--- config.mk ---
export PLATFORM = sky130hd
export DESIGN_NAME = sih_status
export DESIGN_NICKNAME = d
export VERILOG_FILES = /design/src/core/sih_pkg.sv /design/src/core/sih_status.sv
export SDC_FILE = /design/constraint.sdc
export NUM_CORES = 1
export LEC_CHECK = 0
export ABC_CLOCK_PERIOD_IN_PS = 2400
export BUFFER_PORTS_ARGS = -buffer_cell sky130_fd_sc_hd__buf_4
export CORE_UTILIZATION = 53
export CTS_CLUSTER_DIAMETER = 120
export DETAILED_ROUTE_END_ITERATION = 8
export MAX_ROUTING_LAYER = met4
export PLACE_DENSITY = 0.79
export SYNTH_ARGS = -nofsm -noshare
export SYNTH_HDL_FRONTEND = slang
export SYNTH_SLANG_ARGS = --single-unit
--- constraint.sdc ---
create_clock -name clk -period 2.4 [get_ports clk]
set_clock_uncertainty 0.2 [all_clocks]
set_input_delay 0.24 -clock clk [delete_from_list [all_inputs] [get_ports clk]]
set_output_delay 0.24 -clock clk [all_outputs]
set_load 0.005 [all_outputs]
--- src/core/sih_pkg.sv ---
// Constants, register map and carrier types for the status/interrupt block.
// Assumes a single 100 MHz clock; register port framing is done upstream.
package sih_pkg;

    localparam int DW = 8;
    localparam int LEN_W = 6;
    localparam int EV_N = 7;

    // Register offsets
    localparam logic [7:0] OFS_MUTE     = 8'h03;
    localparam logic [7:0] OFS_CABLE    = 8'h25;
    localparam logic [7:0] OFS_PIN_CFG  = 8'h40;
    localparam logic [7:0] OFS_INT_MASK = 8'h41;
    localparam logic [7:0] OFS_INT_STAT = 8'h42;
    localparam logic [7:0] OFS_HEYE_THR = 8'h43;
    localparam logic [7:0] OFS_VEYE_THR = 8'h44;

    // Reset values and limits
    localparam logic [5:0] LEN_MAX     = 6'h37;
    localparam logic [5:0] RST_MUTE    = 6'h37;
    localparam logic [5:0] RST_EYE_THR = 6'h00;
    localparam logic [6:0] RST_MASK    = 7'h00;
    localparam logic [7:0] RD_ZERO     = 8'h00;

    // Pin configuration fields
    localparam int CFG_ROLE_LSB = 0;
    localparam int CFG_CD_SEL   = 2;
    localparam int CFG_PIN_LVL  = 7;

    // Interrupt event bit positions
    localparam int EV_CABLE_LOSS = 0;
    localparam int EV_CABLE_BACK = 1;
    localparam int EV_TRACE_LOSS = 2;
    localparam int EV_TRACE_BACK = 3;
    localparam int EV_EYE_LOW    = 4;
    localparam int EV_LOCK_GAIN  = 5;
    localparam int EV_LOCK_LOST  = 6;

    // Slave address arithmetic
    localparam logic [6:0] ADDR_BASE  = 7'h1d;
    localparam logic [6:0] STRAP_STEP = 7'h04;

    typedef enum logic [1:0] {
        ROLE_LOCK    = 2'b00,
        ROLE_CARRIER = 2'b01,
        ROLE_INT     = 2'b10,
        ROLE_SPARE   = 2'b11
    } sih_role_t;

    typedef enum logic [1:0] {
        LVL_LOW   = 2'b00,
        LVL_RES   = 2'b01,
        LVL_FLOAT = 2'b10,
        LVL_HIGH  = 2'b11
    } sih_level_t;

    typedef struct packed {
        logic       wr;
        logic       rd;
        logic [7:0] addr;
        logic [7:0] wdata;
    } sih_reg_req_t;

    typedef struct packed {
        logic cdr_locked;
        logic cable_loss;
        logic trace_loss;
        logic cable_carrier;
        logic trace_carrier;
        logic cable_adapt_done;
        logic trace_adapt_done;
    } sih_link_t;

    typedef struct packed {
        logic       captured;
        logic       smbus;
        logic       spi;
        logic       power_save;
        logic       reserved;
        logic [6:0] slave_addr;
        logic [7:0] write_cmd;
    } sih_host_port_t;

endpackage

--- src/core/sih_status.sv ---
// Status pin, sticky interrupts, cable length/mute and host port straps.
// Assumes register requests arrive decoded from the serial port, one per
// cycle, synchronous to clk; analog status inputs are already synchronous.
//
// Contract
// - Status pin is active-low open drain
// - Default role: pin low when recovery locked
// - Register selects lock, carrier or interrupt role
// - Carrier role: low after detect and adaptation
// - Register picks cable or trace carrier
// - Interrupt role: low on any enabled event
// - Cable signal loss has two masks
// - Trace signal loss has two masks
// - Eye below threshold while locked, one mask
// - Lock event has two masks
// - Sticky interrupt cleared by status read
// - Cable length reading 0..55 at 0x25
// - Mute threshold field at 0x03
// - Port select strap sampled at power-up
// - SMBus mode reuses pins, samples address straps
// - Address is 0x1D plus 4*first plus second
// - Write command is address shifted, LSB zero
`timescale 1ns/10ps

module sih_status #(
    parameter int LEN_W = sih_pkg::LEN_W
) (
    input  wire logic                   clk,
    input  wire logic                   rst_n,
    input  wire sih_pkg::sih_reg_req_t  reg_req,
    output logic [sih_pkg::DW-1:0]      reg_rdata,
    output logic                        reg_rvalid,
    input  wire sih_pkg::sih_link_t     link,
    input  wire logic [LEN_W-1:0]       horizontal_eye_width,
    input  wire logic [LEN_W-1:0]       vertical_eye_height,
    input  wire logic [LEN_W-1:0]       cable_length_raw,
    input  wire logic [1:0]             mode_sel_level,
    input  wire logic [1:0]             addr_strap_first,
    input  wire logic [1:0]             addr_strap_second,
    input  wire logic                   status_pin_i,
    output logic                        status_pin_o,
    output logic                        status_pin_oe,
    output logic                        outputs_muted,
    output sih_pkg::sih_host_port_t     host_port
);

    // Register state
    logic [LEN_W-1:0]         mute_length_threshold;
    logic [LEN_W-1:0]         next_mute_length_threshold;
    logic [LEN_W-1:0]         cable_length_reading;
    logic [LEN_W-1:0]         next_cable_length_reading;
    logic [2:0]               pin_cfg;
    logic [2:0]               next_pin_cfg;
    logic [sih_pkg::EV_N-1:0] int_mask;
    logic [sih_pkg::EV_N-1:0] next_int_mask;
    logic [sih_pkg::EV_N-1:0] int_status;
    logic [sih_pkg::EV_N-1:0] next_int_status;
    logic [LEN_W-1:0]         heye_thr;
    logic [LEN_W-1:0]         next_heye_thr;
    logic [LEN_W-1:0]         veye_thr;
    logic [LEN_W-1:0]         next_veye_thr;
    logic [sih_pkg::DW-1:0]   next_reg_rdata;
    logic                     next_reg_rvalid;

    // Edge history
    logic prev_lock;
    logic prev_cable_loss;
    logic prev_trace_loss;
    logic prev_eye_low;
    logic eye_low;

    // Pin and mute state
    logic carrier_found_n;
    logic next_status_pin_oe;
    logic next_outputs_muted;
    logic [sih_pkg::EV_N-1:0] events;
    sih_pkg::sih_role_t       role;
    sih_pkg::sih_host_port_t  next_host_port;

    function automatic logic is_addr(input logic [7:0] a,
                                     input logic [7:0] ofs);
        is_addr = (a == ofs);
    endfunction

    // Strap pins settle to one of four levels before reset releases
    function automatic logic level_is(input logic [1:0]         lvl,
                                      input sih_pkg::sih_level_t code);
        level_is = (lvl == code);
    endfunction

    assign role = sih_pkg::sih_role_t'(pin_cfg[sih_pkg::CFG_ROLE_LSB +: 2]);

    // Event detection
    always_comb begin
        eye_low = link.cdr_locked &&
                  ((horizontal_eye_width < heye_thr) ||
                   (vertical_eye_height < veye_thr));
        events = '0;
        events[sih_pkg::EV_CABLE_LOSS] = link.cable_loss && !prev_cable_loss;
        events[sih_pkg::EV_CABLE_BACK] = !link.cable_loss && prev_cable_loss;
        events[sih_pkg::EV_TRACE_LOSS] = link.trace_loss && !prev_trace_loss;
        events[sih_pkg::EV_TRACE_BACK] = !link.trace_loss && prev_trace_loss;
        events[sih_pkg::EV_EYE_LOW]    = eye_low && !prev_eye_low;
        events[sih_pkg::EV_LOCK_GAIN]  = link.cdr_locked && !prev_lock;
        events[sih_pkg::EV_LOCK_LOST]  = !link.cdr_locked && prev_lock;
    end

    // Carrier is only reported once adaptation on that input has finished
    always_comb begin
        if (pin_cfg[sih_pkg::CFG_CD_SEL]) begin
            carrier_found_n = !(link.trace_carrier &&
                                link.trace_adapt_done);
        end else begin
            carrier_found_n = !(link.cable_carrier &&
                                link.cable_adapt_done);
        end
    end

    // Pin drive: oe high means pulling low
    always_comb begin
        case (role)
            sih_pkg::ROLE_CARRIER: begin
                next_status_pin_oe = !carrier_found_n;
            end
            sih_pkg::ROLE_INT: begin
                next_status_pin_oe = |(int_status & int_mask);
            end
            default: begin
                next_status_pin_oe = link.cdr_locked;
            end
        endcase
    end

    assign status_pin_o = 1'b0;

    // Length reading and mute
    always_comb begin
        if (cable_length_raw > sih_pkg::LEN_MAX) begin
            next_cable_length_reading = sih_pkg::LEN_MAX;
        end else begin
            next_cable_length_reading = cable_length_raw;
        end
        // Compare the registered reading so mute and readback agree
        next_outputs_muted =
            (cable_length_reading > mute_length_threshold);
    end

    // Register writes and sticky status
    always_comb begin
        next_mute_length_threshold = mute_length_threshold;
        next_pin_cfg               = pin_cfg;
        next_int_mask              = int_mask;
        next_heye_thr              = heye_thr;
        next_veye_thr              = veye_thr;
        next_int_status            = int_status;
        // Length reading and status have no write path, so writes there drop
        if (reg_req.wr) begin
            if (is_addr(reg_req.addr, sih_pkg::OFS_MUTE)) begin
                next_mute_length_threshold =
                    reg_req.wdata[LEN_W-1:0];
            end else if (is_addr(reg_req.addr, sih_pkg::OFS_PIN_CFG)) begin
                next_pin_cfg = reg_req.wdata[2:0];
            end else if (is_addr(reg_req.addr, sih_pkg::OFS_INT_MASK)) begin
                next_int_mask = reg_req.wdata[sih_pkg::EV_N-1:0];
            end else if (is_addr(reg_req.addr, sih_pkg::OFS_HEYE_THR)) begin
                next_heye_thr = reg_req.wdata[LEN_W-1:0];
            end else if (is_addr(reg_req.addr, sih_pkg::OFS_VEYE_THR)) begin
                next_veye_thr = reg_req.wdata[LEN_W-1:0];
            end
        end
        if (reg_req.rd && is_addr(reg_req.addr, sih_pkg::OFS_INT_STAT)) begin
            next_int_status = '0;
        end
        // A fresh event wins over the clearing read
        next_int_status = next_int_status | events;
    end

    // Read data
    always_comb begin
        next_reg_rvalid = reg_req.rd;
        next_reg_rdata  = sih_pkg::RD_ZERO;
        // Unmapped offsets answer zero
        if (reg_req.rd) begin
            if (is_addr(reg_req.addr, sih_pkg::OFS_MUTE)) begin
                next_reg_rdata[LEN_W-1:0] = mute_length_threshold;
            end else if (is_addr(reg_req.addr, sih_pkg::OFS_CABLE)) begin
                next_reg_rdata[LEN_W-1:0] = cable_length_reading;
            end else if (is_addr(reg_req.addr, sih_pkg::OFS_PIN_CFG)) begin
                next_reg_rdata[2:0] = pin_cfg;
                next_reg_rdata[sih_pkg::CFG_PIN_LVL] = status_pin_i;
            end else if (is_addr(reg_req.addr, sih_pkg::OFS_INT_MASK)) begin
                next_reg_rdata[sih_pkg::EV_N-1:0] = int_mask;
            end else if (is_addr(reg_req.addr, sih_pkg::OFS_INT_STAT)) begin
                next_reg_rdata[sih_pkg::EV_N-1:0] = int_status;
            end else if (is_addr(reg_req.addr, sih_pkg::OFS_HEYE_THR)) begin
                next_reg_rdata[LEN_W-1:0] = heye_thr;
            end else if (is_addr(reg_req.addr, sih_pkg::OFS_VEYE_THR)) begin
                next_reg_rdata[LEN_W-1:0] = veye_thr;
            end
        end
    end

    // Straps are caught once after reset; later changes are ignored
    always_comb begin
        next_host_port = host_port;
        if (!host_port.captured) begin
            next_host_port.captured   = 1'b1;
            next_host_port.smbus      =
                level_is(mode_sel_level, sih_pkg::LVL_LOW);
            next_host_port.spi        =
                level_is(mode_sel_level, sih_pkg::LVL_FLOAT) ||
                level_is(mode_sel_level, sih_pkg::LVL_HIGH);
            next_host_port.power_save =
                level_is(mode_sel_level, sih_pkg::LVL_HIGH);
            next_host_port.reserved   =
                level_is(mode_sel_level, sih_pkg::LVL_RES);
            next_host_port.slave_addr = sih_pkg::ADDR_BASE +
                sih_pkg::STRAP_STEP * {5'h00, addr_strap_first} +
                {5'h00, addr_strap_second};
            next_host_port.write_cmd  =
                {next_host_port.slave_addr, 1'b0};
        end
    end

    // Configuration registers
    always_ff @(posedge clk or negedge rst_n) begin
        if (!rst_n) begin
            mute_length_threshold <= sih_pkg::RST_MUTE;
            pin_cfg               <= '0;
            int_mask              <= sih_pkg::RST_MASK;
            heye_thr              <= sih_pkg::RST_EYE_THR;
            veye_thr              <= sih_pkg::RST_EYE_THR;
        end else begin
            mute_length_threshold <= next_mute_length_threshold;
            pin_cfg               <= next_pin_cfg;
            int_mask              <= next_int_mask;
            heye_thr              <= next_heye_thr;
            veye_thr              <= next_veye_thr;
        end
    end

    // Sticky interrupt status
    always_ff @(posedge clk or negedge rst_n) begin
        if (!rst_n) begin
            int_status            <= '0;
        end else begin
            int_status            <= next_int_status;
        end
    end

    // Edge history resets to the idle input levels so no false edge follows
    always_ff @(posedge clk or negedge rst_n) begin
        if (!rst_n) begin
            prev_lock             <= 1'b0;
            prev_cable_loss       <= 1'b0;
            prev_trace_loss       <= 1'b0;
            prev_eye_low          <= 1'b0;
        end else begin
            prev_lock             <= link.cdr_locked;
            prev_cable_loss       <= link.cable_loss;
            prev_trace_loss       <= link.trace_loss;
            prev_eye_low          <= eye_low;
        end
    end

    // Read answer
    always_ff @(posedge clk or negedge rst_n) begin
        if (!rst_n) begin
            reg_rdata             <= sih_pkg::RD_ZERO;
            reg_rvalid            <= 1'b0;
        end else begin
            reg_rdata             <= next_reg_rdata;
            reg_rvalid            <= next_reg_rvalid;
        end
    end

    // Length reading, pin drive and mute
    always_ff @(posedge clk or negedge rst_n) begin
        if (!rst_n) begin
            cable_length_reading  <= '0;
            status_pin_oe         <= 1'b0;
            outputs_muted         <= 1'b0;
        end else begin
            cable_length_reading  <= next_cable_length_reading;
            status_pin_oe         <= next_status_pin_oe;
            outputs_muted         <= next_outputs_muted;
        end
    end

    // Strap capture
    always_ff @(posedge clk or negedge rst_n) begin
        if (!rst_n) begin
            host_port             <= '0;
        end else begin
            host_port             <= next_host_port;
        end
    end

endmodule // sih_status

==> results by group <==
GRT
  • Total grt overflow: 0
  • Vias in the first global route: ~2600
  • Largest net degree at the start of global routing: just under 70
  • Initial antenna violation count: 0
  • GRT Resource Usage Total: 25.3%
  • First-pass GRT wire length: between 10000 and 15000 µm

Timing
  • Slew margin rel.: 45.2%
  • Final setup fails: 0
  • Fin crit share: roughly 83%
  • Worst-Margin Slew: between 0.8 and 0.9 ns
  • TNS Setup: 0 ns
  • Final Hold Fails: 0
  • Fmax: around 500 MHz
  • Final WS setup: just over 0.4 ns
  • Final Max Slew Viols: 0
  • Unrepaired setup endpoints after global routing: no
  • Min Tclk post-route: 1.99 ns

Die
  • Initial Utilization: between 50% and 60%
  • FP Rows: 28
  • Die Ht: roughly 82 µm
  • IO Pins: 84
  • CORE AREA: between 6000 and 7000 µm²
  • Die W: about 80 µm
  • Die ar.: 6750 µm²

Worst setup path
  • Reg2Reg Depth: 6
  • Critical Path Sink: int_mask[3]
  • Worst setup SP type: input pin
  • R2r setup slk: between 0.5 and 0.6 ns
  • Crit path from: reg_req[12]
  • CP arrival: around 2.0 ns
  • RR Startpoint: veye_thr[2]
  • Critical path type: in2reg
  • Req. time, crit path: between 2 and 2.5 ns
  • Crit. End Element: flop
  • Reg2reg end: int_status[4]
  • CP Max Fanout: 7

Clock network
  • Clock sink count: 67
  • TritonCTS buffer count: 9
  • Number of setup buffers added after CTS: 0
  • CTS tree: done
  • Clock Tree Buf Depth: 2
  • H-tree depth: 3
  • Worst-skew pair later-pin latency: 0.34 ns
  • Worst-path clk slew: around 0.070 ns
  • Clk root buf: clkbuf_8

Detailed routing
  • 1st-iter DRT viols: 222
  • Final WL: roughly 7600 µm
  • Post-route ant nets: 0
  • Vias post-DR: between 2000 and 3000
  • First-pass DRT Iterations: 4
  • Drt drc: 0
  • WL per Instance: 15.5 µm
  • Vias per cell: 5.52

Pwr
  • Power density cells: 575 nW/µm²
  • Sequential power share: around half
  • Static Leak: 2.14 nW
  • Comb pwr share: around 14%
  • Switching share of power: between 20% and 30%
  • Sw Pwr: 614 µW
  • Clock power frac: 37.9%
  • Maximum VDD drop: 0.000386 V
  • Pint: approximately 2.0 mW

Final layout
  • Layout cells sized above 1: around a third
  • Final instance area: 4460 µm²
  • Layout net count: around 480
  • FF+latch area: ~1700 µm²
  • Syn-to-layout area delta: 31.0%
  • Layout filler cell count: between 400 and 500
  • Antenna cells: 0
  • Layout Cells excl Fill: between 400 and 500
  • Most common cell after layout, fill and taps aside: buf_4
  • Commonest cells after routing, fill and taps aside: 82 x buf_4, 62 x dfrtp_1, 31 x mux2_2
  • Multi-input gate area: 1520 µm²

Placed design
  • Gpl congestion: 0.859
  • Placed cells: around 450
  • Buffers added on ports: a little under 80
  • Placed Instance Area: 4000 µm²
  • Detailed placement HPWL: 5360 µm
  • Place WS: slightly above 0.1 ns

Synthesis
  • EDFF count, synth: 0
  • Cells after synthesis: roughly 310
  • Seq cells post-synth: between 60 and 70
  • Syn avg cell area: around 11 µm²
  • Async set-reset flop share out of synthesis: 100%
  • Sequential share of the synthesized area: between 40% and 50%
  • Main synth FF type: dfrtp_1
  • Synth cell types: 44
  • Mapped cell area: between 3000 and 4000 µm²
  • Synth warn: 0

Min path
  • Min-delay worst type: in2reg
  • Worst Hold Launch: addr_strap_first[0]

Run
  • Max cap viols: 0

Run status
  • Status: finished, final reports clean
-- worst min path at each step --
| stage | endpoint | slack (ns) | cells after the start |
|---|---|---|---|
| after floorplan | cable_length_reading[0] | -0.26 | 0 |
| after global placement | prev_cable_loss | 0.16 | 1 |
| after detailed placement | prev_cable_loss | 0.16 | 1 |
| after CTS | host_port[10] | 0.004 | 3 |
| after global routing | host_port[10] | 0.02 | 3 |
| final | host_port[10] | 0.01 | 3 |
-- cells in the mapped netlist, drive strengths merged (3+ instances only) --
| cell type | number | area, µm² |
|---|---|---|
| dfrtp | 62 | 1550 |
| mux2 | 31 | 349 |
| nand2 | 25 | 93.8 |
| inv | 23 | 86.3 |
| o21ai | 21 | 105 |
| ha | 19 | 238 |
| buf | 14 | 96.3 |
| a21oi | 12 | 60.1 |
| nor2 | 11 | 41.3 |
| a22oi | 9 | 67.6 |
| nand3 | 9 | 45.0 |
| clkbuf | 8 | 30.0 |
| nand2b | 7 | 43.8 |
| a221oi | 6 | 52.6 |
| mux2i | 6 | 60.1 |
| dfstp | 5 | 131 |
| a21o | 4 | 30.0 |
| a22o | 3 | 26.3 |
| nor2b | 3 | 18.8 |
| o21a | 3 | 22.5 |
| o221a | 3 | 33.8 |
| o31ai | 3 | 22.5 |
-- kinds of logic (layout without fill, tap and decap cells) --
family                   after synthesis  count (layout)  share of synthesized area (%)
multiplexers                          37              37                           12.0
other                                  2               5                          0.221
flip-flops                            67              67                           49.4
AO/OA/AOI/OAI                         69              69                           13.6
AND/OR/NAND/NOR                       72              72                           11.0
buffers and inverters                 45             146                           6.25
XOR/XNOR                               2               2                          0.514
adder cells (fa/ha/maj)               19              19                           6.98
-- worst max-delay path: stages --
cell    delay (ns)
buf_4         0.12
or4b_4        0.56
nor4_1        0.29
and3_1        0.42
mux2_2        0.38
-- power groups by stage --
stage                     combinational [mW]  clock, mW  sequential [mW]
final                                  0.362      0.972             1.23
after global routing                   0.404       1.05             1.24
after CTS                              0.362      0.989             1.23
after detailed placement               0.328          0             1.25
after global placement                 0.315          0             1.25
after floorplan                        0.165          0             1.24
-- per-layer routing --
metal	global-route usage, %	up-vias	wire [µm]
li1	-	1305	-
met1	32.7	1292	3410
met2	39.3	98	3680
met3	3.85	19	345
met4	11.8	0	179
met5	-	-	0
-- registers in the layout, indices dropped and copies added (netlist names) --
signal and cells:
int_status 7, pin_cfg 3, mute_length_threshold 6, veye_thr 6
prev_eye_low 1, int_mask 7, prev_trace_loss 1, cable_length_reading 6
reg_rdata 8, prev_lock 1, heye_thr 6, outputs_muted 1
reg_rvalid 1, host_port 11, status_pin_oe 1, prev_cable_loss 1
-- area by class of cell --
class                           count  area share [%]
Clock inverter                      4            1.07
Tap cell                           75            2.10
Timing Repair Buffer              107            19.4
Sequential cell                    67            37.7
Clock buffer                       12            3.70
Multi-Input combinational cell    204            34.1
Inverter                           23            1.93
-- metrics by stage --
step | utilization [%] | power, mW | hold WS [ns]
after floorplan | - | 1.41 | -0.256
after global placement | 66.0 | 1.57 | 0.158
after detailed placement | 66.0 | 1.58 | 0.160
after CTS | 73.6 | 2.58 | 0.00368
after global routing | 73.6 | 2.69 | 0.0224
final | 73.6 | 2.57 | 0.0126
-- what timing repair did --
action,4_1_cts,5_1_grt
setup endpoints to repair,0,0
resized for setup,0,0
hold buffers,25,0
endpoints found under the hold margin,115,0
No activity file was read; power rests on OpenSTA's default activity.
